--- src/inc/sbl_pkg.sv ---
// Constants, encodings and register map of the serial bootstrap loader
// Summary of operation
// - Boot strap at reset selects loader when high, user when low
// - Discard received bytes until sync byte FF
// - Sync byte sets the rate divider
// - Store bytes at 0x40 through 0xFF, 192 max
// - Silence timeout ends loading early
// - On finish, start executing at 0x40
// - Internal register and RAM hits beat external
// - Register block at 0x00 after reset
// - Internal RAM at 0x40 through 0xFF after reset
// - RAM and registers relocatable on 4K boundaries
// - External RAM at 0x100 through 0x7FFF when fitted and both mode values written
package sbl_pkg;
  // ----------------------------------------
  // Timing
  // ----------------------------------------
  localparam int CLK_PERIOD_NS = 50;
  localparam int SILENCE_US = 10000;
  localparam int SILENCE_CYC = SILENCE_US * 1000 / CLK_PERIOD_NS;
  localparam logic [1:0] STRAP_WAIT = 2'h3;
  localparam logic [15:0] RX_MIN_LOW = 16'h0002;
  // ----------------------------------------
  // Loader values and memory map
  // ----------------------------------------
  localparam logic [7:0] SYNC_BYTE = 8'hFF;
  localparam int RAM_DEPTH = 192;
  localparam logic [7:0] RAM_LAST_IDX = 8'hBF;
  localparam logic [7:0] RAM_BASE_LO = 8'h40;
  localparam logic [15:0] RUN_PC_RAM = 16'h0040;
  localparam logic [15:0] USER_VECTOR = 16'hFFFE;
  localparam logic [15:0] EXT_LO = 16'h0100;
  localparam logic [15:0] EXT_HI = 16'h7FFF;
  localparam logic [7:0] EXT_MODE_VAL = 8'hE5;
  localparam logic [7:0] EXT_CFG_VAL = 8'h04;
  // ----------------------------------------
  // Register offsets and reset values
  // ----------------------------------------
  localparam logic [5:0] OFS_DIV_LO = 6'h2B;
  localparam logic [5:0] OFS_DIV_HI = 6'h2C;
  localparam logic [5:0] OFS_STATUS = 6'h30;
  localparam logic [5:0] OFS_COUNT = 6'h31;
  localparam logic [5:0] OFS_BMP = 6'h3C;
  localparam logic [5:0] OFS_RELOC = 6'h3D;
  localparam logic [5:0] OFS_SOW = 6'h3F;
  localparam logic [7:0] BMP_RST = 8'h00;
  localparam logic [7:0] SOW_RST = 8'h00;
  localparam logic [7:0] RELOC_RST = 8'h00;
  localparam logic [15:0] DIV_RST = 16'h0823;
  // Status bit positions
  localparam int ST_SYNC_BIT = 0;
  localparam int ST_FULL_BIT = 1;
  localparam int ST_TMO_BIT = 2;
  localparam int ST_BOOT_BIT = 3;
  // ----------------------------------------
  // State encodings
  // ----------------------------------------
  typedef enum logic [2:0] {
    LD_STRAP = 3'b000,
    LD_SYNC = 3'b001,
    LD_LOAD = 3'b011,
    LD_RUNRAM = 3'b010,
    LD_USER = 3'b110
  } sbl_ld_st_t;
  typedef enum logic [1:0] {
    RX_IDLE = 2'b00,
    RX_START = 2'b01,
    RX_DATA = 2'b11,
    RX_STOP = 2'b10
  } sbl_rx_st_t;
  // CPU read source
  typedef enum logic [1:0] {
    SRC_NONE = 2'b00,
    SRC_REG = 2'b01,
    SRC_RAM = 2'b11
  } sbl_src_t;
endpackage : sbl_pkg

--- src/sbl_ram.sv ---
// Internal RAM of 192 bytes with registered read data
`timescale 1ns/1ps
module sbl_ram (
  input wire logic clock,
  input wire logic we,
  input wire logic [7:0] addr,
  input wire logic [7:0] wdata,
  output logic [7:0] rdata
);
  logic [7:0] mem [0:sbl_pkg::RAM_DEPTH-1];

  // Read first port, read out of a register
  always_ff @(posedge clock) begin
    if (we) begin
      mem[addr] <= wdata;
    end
    rdata <= mem[addr];
  end
endmodule : sbl_ram

--- src/sbl_rx.sv ---
// Serial receiver with start bit rate measurement
`timescale 1ns/1ps
module sbl_rx (
  input wire logic clock,
  input wire logic rst,
  input wire logic rxd,
  input wire logic measure,
  input wire logic [15:0] div,
  output logic rx_valid,
  output logic [7:0] rx_byte,
  output logic [15:0] rx_meas
);
  typedef struct packed {
    sbl_pkg::sbl_rx_st_t st;
    logic [15:0] cnt;
    logic [2:0] bitn;
    logic [7:0] sh;
    logic [15:0] dv;
    logic prev;
    logic valid;
  } sbl_rx_s_t;
  sbl_rx_s_t s_r;
  sbl_rx_s_t s_nxt;

  // Frame decoder
  always_comb begin
    s_nxt = s_r;
    s_nxt.valid = 1'b0;
    s_nxt.prev = rxd;
    s_nxt.cnt = s_r.cnt + 16'h0001;
    unique case (s_r.st)
      sbl_pkg::RX_IDLE: begin
        s_nxt.cnt = 16'h0000;
        if (s_r.prev && !rxd) begin
          s_nxt.st = sbl_pkg::RX_START;
          s_nxt.dv = measure ? 16'h0000 : div;
        end
      end
      sbl_pkg::RX_START: begin
        if (measure) begin
          // Start bit length of the sync byte is one bit time
          if (rxd) begin
            if (s_r.cnt < sbl_pkg::RX_MIN_LOW) begin
              s_nxt.st = sbl_pkg::RX_IDLE;
            end else begin
              s_nxt.dv = s_r.cnt + 16'h0001;
              s_nxt.cnt = {1'b0, s_r.cnt[15:1]};
              s_nxt.bitn = 3'h0;
              s_nxt.st = sbl_pkg::RX_DATA;
            end
          end
        end else if (s_r.cnt >= {1'b0, s_r.dv[15:1]}) begin
          s_nxt.cnt = 16'h0000;
          s_nxt.bitn = 3'h0;
          s_nxt.st = rxd ? sbl_pkg::RX_IDLE : sbl_pkg::RX_DATA;
        end
      end
      sbl_pkg::RX_DATA: begin
        if (s_r.cnt >= s_r.dv - 16'h0001) begin
          s_nxt.cnt = 16'h0000;
          s_nxt.sh = {rxd, s_r.sh[7:1]};
          s_nxt.bitn = s_r.bitn + 3'h1;
          if (s_r.bitn == 3'h7) begin
            s_nxt.st = sbl_pkg::RX_STOP;
          end
        end
      end
      sbl_pkg::RX_STOP: begin
        if (s_r.cnt >= s_r.dv - 16'h0001) begin
          s_nxt.st = sbl_pkg::RX_IDLE;
          s_nxt.valid = rxd;
        end
      end
    endcase
  end

  // State register
  always_ff @(posedge clock or posedge rst) begin
    if (rst) begin
      s_r <= '0;
      s_r.prev <= 1'b1; // Idle line level, so no false start edge
    end else begin
      s_r <= s_nxt;
    end
  end

  assign rx_valid = s_r.valid;
  assign rx_byte = s_r.sh;
  assign rx_meas = s_r.dv;
endmodule : sbl_rx

--- src/sbl_loader.sv ---
// Bootstrap loader, register block and internal address decode
`timescale 1ns/1ps
module sbl_loader #(
  parameter int SILENCE_CYCLES = sbl_pkg::SILENCE_CYC,
  parameter bit EXT_RAM_FITTED = 1'b1
) (
  input wire logic clock,
  input wire logic rst,
  input wire logic boot_sel_pin,
  input wire logic rxd_pin,
  input wire logic [5:0] reg_addr,
  input wire logic [7:0] reg_wdata,
  input wire logic reg_wr,
  input wire logic reg_rd,
  output logic [7:0] reg_rdata,
  input wire logic [15:0] cpu_addr,
  input wire logic [7:0] cpu_wdata,
  input wire logic cpu_wr,
  input wire logic cpu_rd,
  output logic [7:0] cpu_rdata,
  output logic cpu_ext_sel,
  output logic cpu_int_hit,
  output logic [15:0] run_pc,
  output logic run_go,
  output logic loader_busy
);
  // ----------------------------------------
  // State
  // ----------------------------------------
  typedef struct packed {
    sbl_pkg::sbl_ld_st_t st;
    logic bsync1;
    logic bsync2;
    logic rsync1;
    logic rsync2;
    logic [1:0] strap_cnt;
    logic boot;
    logic [7:0] bmp;
    logic [7:0] sow;
    logic [7:0] reloc;
    logic [15:0] div;
    logic sync_seen;
    logic full;
    logic tmo_flag;
    logic [7:0] count;
    logic [7:0] ptr;
    logic [23:0] tmo;
    logic ram_we;
    logic [7:0] ram_idx;
    logic [7:0] ram_wd;
    logic [7:0] rdat;
    sbl_pkg::sbl_src_t csrc;
    logic [7:0] creg_d;
    logic [7:0] crdat;
    logic ext_sel;
    logic int_hit;
    logic [15:0] run_pc;
    logic run_go;
    logic busy;
  } sbl_top_t;
  sbl_top_t s_r;
  sbl_top_t s_nxt;

  logic rx_valid;
  logic [7:0] rx_byte;
  logic [15:0] rx_meas;
  logic [7:0] ram_rdata;
  logic cpu_ok;
  logic hit_reg;
  logic hit_ram;
  logic ext_on;
  logic hit_ext;
  logic acc;
  logic wen;
  logic [5:0] wofs;
  logic [7:0] wdat;

  // Register read mux
  function automatic logic [7:0] rd_val(input logic [5:0] a);
    logic [7:0] v;
    v = 8'h00;
    unique case (a)
      sbl_pkg::OFS_DIV_LO: v = s_r.div[7:0];
      sbl_pkg::OFS_DIV_HI: v = s_r.div[15:8];
      sbl_pkg::OFS_STATUS: begin
        v[sbl_pkg::ST_SYNC_BIT] = s_r.sync_seen;
        v[sbl_pkg::ST_FULL_BIT] = s_r.full;
        v[sbl_pkg::ST_TMO_BIT] = s_r.tmo_flag;
        v[sbl_pkg::ST_BOOT_BIT] = s_r.boot;
        v[6:4] = s_r.st;
      end
      sbl_pkg::OFS_COUNT: v = s_r.count;
      sbl_pkg::OFS_BMP: v = s_r.bmp;
      sbl_pkg::OFS_RELOC: v = s_r.reloc;
      sbl_pkg::OFS_SOW: v = s_r.sow;
      default: v = 8'h00;
    endcase
    return v;
  endfunction : rd_val

  // ----------------------------------------
  // Address decode
  // ----------------------------------------
  // CPU only runs once loading is over
  assign cpu_ok = (s_r.st == sbl_pkg::LD_USER) || (s_r.st == sbl_pkg::LD_RUNRAM);
  assign acc = cpu_ok && (cpu_rd || cpu_wr);
  // Register block on its 4K page, first 64 bytes
  assign hit_reg = (cpu_addr[15:12] == s_r.reloc[3:0]) && (cpu_addr[11:6] == 6'h00);
  // RAM on its 4K page, 0x40 to 0xFF, below registers in priority
  assign hit_ram = (cpu_addr[15:12] == s_r.reloc[7:4]) && (cpu_addr[11:8] == 4'h0)
    && (cpu_addr[7:6] != 2'b00) && !hit_reg;
  // External access needs both mode values written
  assign ext_on = EXT_RAM_FITTED && (s_r.bmp == sbl_pkg::EXT_MODE_VAL)
    && (s_r.sow == sbl_pkg::EXT_CFG_VAL);
  assign hit_ext = ext_on && (cpu_addr >= sbl_pkg::EXT_LO) && (cpu_addr <= sbl_pkg::EXT_HI)
    && !hit_reg && !hit_ram;
  // Register bus write beats a CPU write in the same cycle
  assign wen = reg_wr || (acc && cpu_wr && hit_reg);
  assign wofs = reg_wr ? reg_addr : cpu_addr[5:0];
  assign wdat = reg_wr ? reg_wdata : cpu_wdata;

  // ----------------------------------------
  // Next state
  // ----------------------------------------
  always_comb begin
    s_nxt = s_r;
    s_nxt.bsync1 = boot_sel_pin;
    s_nxt.bsync2 = s_r.bsync1;
    s_nxt.rsync1 = rxd_pin;
    s_nxt.rsync2 = s_r.rsync1;
    s_nxt.run_go = 1'b0;
    s_nxt.ram_we = 1'b0;
    s_nxt.ram_idx = 8'(cpu_addr[7:0] - sbl_pkg::RAM_BASE_LO);
    s_nxt.ram_wd = cpu_wdata;
    s_nxt.rdat = reg_rd ? rd_val(reg_addr) : 8'h00;
    // Software register writes
    if (wen) begin
      unique case (wofs)
        sbl_pkg::OFS_DIV_LO: s_nxt.div[7:0] = wdat;
        sbl_pkg::OFS_DIV_HI: s_nxt.div[15:8] = wdat;
        sbl_pkg::OFS_BMP: s_nxt.bmp = wdat;
        sbl_pkg::OFS_RELOC: s_nxt.reloc = wdat;
        sbl_pkg::OFS_SOW: s_nxt.sow = wdat;
        default: s_nxt.reloc = s_r.reloc;
      endcase
    end
    // CPU access, decoded in the cycle of the request
    s_nxt.csrc = sbl_pkg::SRC_NONE;
    s_nxt.creg_d = rd_val(cpu_addr[5:0]);
    s_nxt.int_hit = acc && (hit_reg || hit_ram);
    s_nxt.ext_sel = acc && hit_ext;
    if (acc && cpu_rd && hit_reg) begin
      s_nxt.csrc = sbl_pkg::SRC_REG;
    end else if (acc && cpu_rd && hit_ram) begin
      s_nxt.csrc = sbl_pkg::SRC_RAM;
    end
    if (acc && cpu_wr && hit_ram) begin
      s_nxt.ram_we = 1'b1;
    end
    // Second stage of a CPU read
    unique case (s_r.csrc)
      sbl_pkg::SRC_REG: s_nxt.crdat = s_r.creg_d;
      sbl_pkg::SRC_RAM: s_nxt.crdat = ram_rdata;
      default: s_nxt.crdat = 8'h00;
    endcase
    // Loader sequence
    unique case (s_r.st)
      sbl_pkg::LD_STRAP: begin
        s_nxt.strap_cnt = s_r.strap_cnt + 2'h1;
        if (s_r.strap_cnt == sbl_pkg::STRAP_WAIT) begin
          s_nxt.boot = s_r.bsync2;
          if (s_r.bsync2) begin
            s_nxt.st = sbl_pkg::LD_SYNC;
          end else begin
            s_nxt.st = sbl_pkg::LD_USER;
            s_nxt.run_pc = sbl_pkg::USER_VECTOR;
            s_nxt.run_go = 1'b1;
          end
        end
      end
      sbl_pkg::LD_SYNC: begin
        // Anything but the sync byte is thrown away
        if (rx_valid && (rx_byte == sbl_pkg::SYNC_BYTE)) begin
          s_nxt.div = rx_meas;
          s_nxt.sync_seen = 1'b1;
          s_nxt.ptr = 8'h00;
          s_nxt.tmo = 24'h000000;
          s_nxt.st = sbl_pkg::LD_LOAD;
        end
      end
      sbl_pkg::LD_LOAD: begin
        s_nxt.tmo = s_r.tmo + 24'h000001;
        if (rx_valid) begin
          s_nxt.tmo = 24'h000000;
          s_nxt.ram_we = 1'b1;
          s_nxt.ram_idx = s_r.ptr;
          s_nxt.ram_wd = rx_byte;
          s_nxt.ptr = s_r.ptr + 8'h01;
          s_nxt.count = s_r.count + 8'h01;
          if (s_r.ptr == sbl_pkg::RAM_LAST_IDX) begin
            s_nxt.full = 1'b1;
            s_nxt.st = sbl_pkg::LD_RUNRAM;
          end
        end else if (s_r.tmo == 24'(SILENCE_CYCLES - 1)) begin
          s_nxt.tmo_flag = 1'b1;
          s_nxt.st = sbl_pkg::LD_RUNRAM;
        end
        if (s_nxt.st == sbl_pkg::LD_RUNRAM) begin
          s_nxt.run_pc = sbl_pkg::RUN_PC_RAM;
          s_nxt.run_go = 1'b1;
        end
      end
      sbl_pkg::LD_RUNRAM: s_nxt.st = sbl_pkg::LD_RUNRAM;
      sbl_pkg::LD_USER: s_nxt.st = sbl_pkg::LD_USER;
      default: s_nxt.st = sbl_pkg::LD_STRAP;
    endcase
    s_nxt.busy = (s_nxt.st != sbl_pkg::LD_USER) && (s_nxt.st != sbl_pkg::LD_RUNRAM);
  end

  // State register
  always_ff @(posedge clock or posedge rst) begin
    if (rst) begin
      s_r <= '0;
      s_r.bmp <= sbl_pkg::BMP_RST;
      s_r.sow <= sbl_pkg::SOW_RST;
      s_r.reloc <= sbl_pkg::RELOC_RST;
      s_r.div <= sbl_pkg::DIV_RST;
      s_r.busy <= 1'b1;
      // Receive synchroniser rests at the idle high line level
      s_r.rsync1 <= 1'b1;
      s_r.rsync2 <= 1'b1;
    end else begin
      s_r <= s_nxt;
    end
  end

  // ----------------------------------------
  // Submodules and outputs
  // ----------------------------------------
  sbl_rx u_rx (
    .clock(clock),
    .rst(rst),
    .rxd(s_r.rsync2),
    .measure(s_r.st == sbl_pkg::LD_SYNC),
    .div(s_r.div),
    .rx_valid(rx_valid),
    .rx_byte(rx_byte),
    .rx_meas(rx_meas)
  );

  // Fed from the next state so read data line up with the CPU access
  sbl_ram u_ram (
    .clock(clock),
    .we(s_nxt.ram_we),
    .addr(s_nxt.ram_idx),
    .wdata(s_nxt.ram_wd),
    .rdata(ram_rdata)
  );

  assign reg_rdata = s_r.rdat;
  assign cpu_rdata = s_r.crdat;
  assign cpu_ext_sel = s_r.ext_sel;
  assign cpu_int_hit = s_r.int_hit;
  assign run_pc = s_r.run_pc;
  assign run_go = s_r.run_go;
  assign loader_busy = s_r.busy;
endmodule : sbl_loader

--- config.mk ---
export PLATFORM = sky130hd
export DESIGN_NAME = sbl_loader
export DESIGN_NICKNAME = d
export VERILOG_FILES = /design/src/inc/sbl_pkg.sv /design/src/sbl_ram.sv /design/src/sbl_rx.sv /design/src/sbl_loader.sv
export SDC_FILE = /design/constraint.sdc
export NUM_CORES = 2
export LEC_CHECK = 0
export ABC_CLOCK_PERIOD_IN_PS = 6400
export BUFFER_PORTS_ARGS = -buffer_cell sky130_fd_sc_hd__buf_2
export CAP_MARGIN = 30
export CORE_ASPECT_RATIO = 1.4
export CORE_MARGIN = 5
export CORE_UTILIZATION = 35
export DETAILED_ROUTE_END_ITERATION = 12
export HOLD_SLACK_MARGIN = 0.05
export SYNTH_ARGS = -nofsm -noshare
export SYNTH_HDL_FRONTEND = slang
export SYNTH_SLANG_ARGS = --single-unit
export TNS_END_PERCENT = 50
--- constraint.sdc ---
create_clock -name clock -period 6.4 [get_ports clock]
set_input_delay 0.96 -clock clock [delete_from_list [all_inputs] [get_ports clock]]
set_output_delay 0.96 -clock clock [all_outputs]
set_load 0.01 [all_outputs]
==> metrics.md <==
| Metric | Value |
|---|---|
| Outcome | `complete, no violations` |
| Synth Area in Adders | `0.7169%` |
| Setup Skew | `0.05898 ns` |
| Routed length per instance | `25.25 um` |
| Synth cell types | `64` |
| Sequential cell area fraction in the yosys report | `72.48%` |
| Synth async-reset ratio | `10.02%` |
| Most area-hungry cell type in the Yosys netlist | `edfxtp_1` |
| Synth Warn # | `0` |
| Area share of the largest cell type after synthesis | `66.07%` |
| Critical Path RT | `7.03 ns` |
| Cell Area, Synth | `0.06981 mm^2` |
| DIE HEIGHT | `538.4 um` |
| Non-filler cells in the finished layout | `7,382` |
| Max VDD drop | `238.6 uV` |
| Routed wire length | `186,400 um` |
| Met2 wire length | `95,010 um` |
| Mux share of post-synthesis cell area | `10.64%` |
| Fmax | `189.9 MHz` |
| Initial antenna violation count | `3` |
| Xor and xnor area share after synthesis | `0.7528%` |
| Most common flop cell mapped by yosys | `edfxtp_1` |
| TritonCTS buffer count | `158` |
| CP endpoint kind | `flip-flop` |
| Pre-CTS WS | `1.122 ns` |
| CP arrival | `5.90 ns` |
| Final hold violations | `0` |
| RSZ-0062 raised after global routing | `false` |
| Highest metal layer with signal wires | `met5` |
| Worst setup margin | `1.135 ns` |
| Initial Util | `35.07%` |
| Vias per Instance | `5.452` |
| Int Power | `18,010 uW` |
| Iter 0 DRT Violations | `3,772` |
| Grt total ovfl | `0` |
| Syn avg cell area | `15.22 um^2` |
| Min Tclk post-route | `5.265 ns` |
| Post-CTS Resized | `0` |
| CTS tree | `built` |
| Combinational Power Share | `7.8%` |
| Most frequent cells in the layout | `edfxtp_1 (1,536), mux2i_1 (534), nand2_1 (492)` |
| Number of placed instances, taps included | `7,111` |
| Worst-Margin Slew | `1.183 ns` |
| Worst hold margin | `0.2107 ns` |
| Longest Clk Path Bufs | `4` |
| EDFF count, synth | `1,536` |
| Core area | `0.1990 mm^2` |
| Row cnt | `194` |
| Vias in the first global route | `40,200` |
| Area grow syn2layout | `11.59%` |
| Largest family of logic cells by synthesized area | `multiplexers` |
| Ports | `82` |
| Clock root buffer | `clkbuf_16` |
| First-pass GRT wire length | `271,500 um` |
| TritonCTS Sinks | `1,716` |
| Setup tns final | `0 ns` |
| Routability Congestion | `0.9527` |
| Slew Limit Headroom | `20.52%` |
| # Post-CTS Setup Buffers | `0` |
| Met3 wire length | `10,400 um` |
| Hold WC Path Type | `input port to asynchronous set/reset pin` |
| DR pass1 iterations | `7` |
| Final nets | `4,714` |
| Crit start category | `flip-flop` |
| H-tree depth | `4` |
| Post-layout util | `39.14%` |
| Leak | `0.02668 uW` |
| Synth Net Count | `4,674` |
| Clock power frac | `38.5%` |
| Seq pwr share | `53.8%` |
| Via count | `40,250` |
| Compound-cell area share of the yosys netlist | `5.800%` |
| Gr usage total | `17.15%` |
| Switching power | `5462 uW` |
| DRC viols | `0` |
| Die area | `0.2086 mm^2` |
| Cell Pwr Density | `301.3 mW/mm^2` |
| Met1 Routed Length | `71,330 um` |
| Yosys reg bits | `1,716` |
| Simple-Gate Fraction of Synth Area | `7.365%` |
| Cts hold-fix bufs | `0` |
| R2R depth | `8` |
| Final max-slew violation count | `0` |
| Area contributors post-synth | `edfxtp_1 (66%), mux2i_1 (7.7%), dfrtp_1 (5.9%), nand2_1 (2.7%), o22ai_1 (2.3%)` |
| Worst skew pair latency | `0.80 ns` |
| Commonest non-fill, non-tap cell in the layout | `edfxtp_1` |
| Chip width | `387.4 um` |
| ANT nets after route | `0` |
| Largest net degree at the start of global routing | `155` |
| Max cap viols | `0` |
| Clock transition at path regs | `0.06 ns` |
| Dpl hpwl | `117,400 um` |
| Port bufs | `80` |
| Fraction of layout cells with a size suffix above 1 | `11.11%` |
| Post-Synthesis Cells | `4,588` |
| CP Max Fanout | `65` |
| Worst Setup Path Type | `flip-flop to flip-flop` |
| Final Setup Violations | `0` |
| Sw Ratio | `23.27%` |
| Post-route clock period utilization | `82.27%` |
-- sequential cells by signal (all words and copies together) (netlist names) --
signal,cells
cpu_ext_sel,1
cpu_int_hit,1
cpu_rdata,8
loader_busy,1
reg_rdata,8
run_go,1
run_pc,2
s_nxt,2
s_r,101
u_ram.mem,1536
u_ram.rdata,8
u_rx.rx_byte,8
u_rx.rx_meas,16
u_rx.rx_valid,1
u_rx.s_r,22
-- logic make-up after synthesis --
| logic type | count (synthesis) |
|---|---|
| compound gates | 661 |
| xor+xnor | 60 |
| fa+ha+maj | 40 |
| buf+inv | 309 |
| flops | 1716 |
| mux | 655 |
| other cells | 1 |
| simple gates | 1146 |
-- cell type report --
| class | count | area (um^2) |
|---|---|---|
| well taps | 2646 | 3311 |
| fillers | 18240 | 121100 |
| clock inverters | 68 | 563.0 |
| multi-input cells | 2563 | 17790 |
| clock buffers | 198 | 4248 |
| inverters | 32 | 125.1 |
| flip-flops and latches | 1716 | 50600 |
| repair buffers | 157 | 1257 |
| diodes | 2 | 5.005 |
-- synth_stat cells, drive strengths merged, types with 9 or more instances --
library cell and number:
edfxtp 1536, mux2i 538, nand2 509, nor2 256, o22ai 252, dfrtp 164
buf 163, o21ai 141, a21oi 129, nand3 116, clkbuf 114, nor4 74
mux4 64, nand4 56, mux2 53, a22oi 45, ha 40, xnor2 33
inv 32, nor3 29, xor2 27, nand2b 18, nor2b 16, and3 15
a21o 14, and2 13, o31ai 12, or4 10, a311oi 9
-- through the flow --
| step | area (um^2) | total power [uW] |
|---|---|---|
| after floorplan | 69810 | 14030 |
| after global placement | 72900 | 14640 |
| after detailed placement | 73040 | 14670 |
| after CTS | 77850 | 23630 |
| after global routing | 77900 | 24230 |
| final | 77900 | 23470 |
-- final timing paths --
| path | startpoint | endpoint | slack (ns) |
|---|---|---|---|
| worst max-delay path | s_r[153]$_DFF_PP0_ | u_ram.rdata[3]$_DFF_P_ | 1.13 |
| worst min-delay path | rst | u_rx.rx_meas[2]$_DFFE_PP0P_ | 0.21 |
| worst max register to register | s_r[153]$_DFF_PP0_ | u_ram.rdata[3]$_DFF_P_ | 1.13 |
| worst min register to register | s_nxt[151]$_DFF_PP0_ | s_r[151]$_DFF_PP0_ | 0.36 |
| max in group asynchronous | rst | cpu_rdata[4]$_DFF_PP0_ | 4.79 |
| min in group clock | rxd_pin | s_nxt[149]$_DFF_PP1_ | 0.29 |
-- metal layers --
layer | up-vias | GRT usage, %
met5 | - | 0
met2 | 1585 | 30.36
li1 | 17730 | -
met3 | 448 | 2.218
met1 | 20480 | 20.84
met4 | 2 | 7.939
-- power groups by stage --
stage / combinational (uW) / sequential, uW / clock [uW]
2_1_floorplan: 1280 / 12700 / 0
3_3_place_gp: 1790 / 12800 / 0
3_5_place_dp: 1820 / 12800 / 0
4_1_cts: 1820 / 12600 / 9190
5_1_grt: 1980 / 12600 / 9630
6_report: 1820 / 12600 / 9030
-- worst max-delay path, stage by stage, from the launching register on --
cell and delay (ns):
dfrtp_1 0.55, nand4b_4 0.62, mux2_8 0.97, buf_4 0.70, mux4_2 0.59, a22oi_1 0.41, nand4_1 0.27, nor4_1 0.72
nand3_1 0.19
No activity file was read; power rests on OpenSTA's default activity.
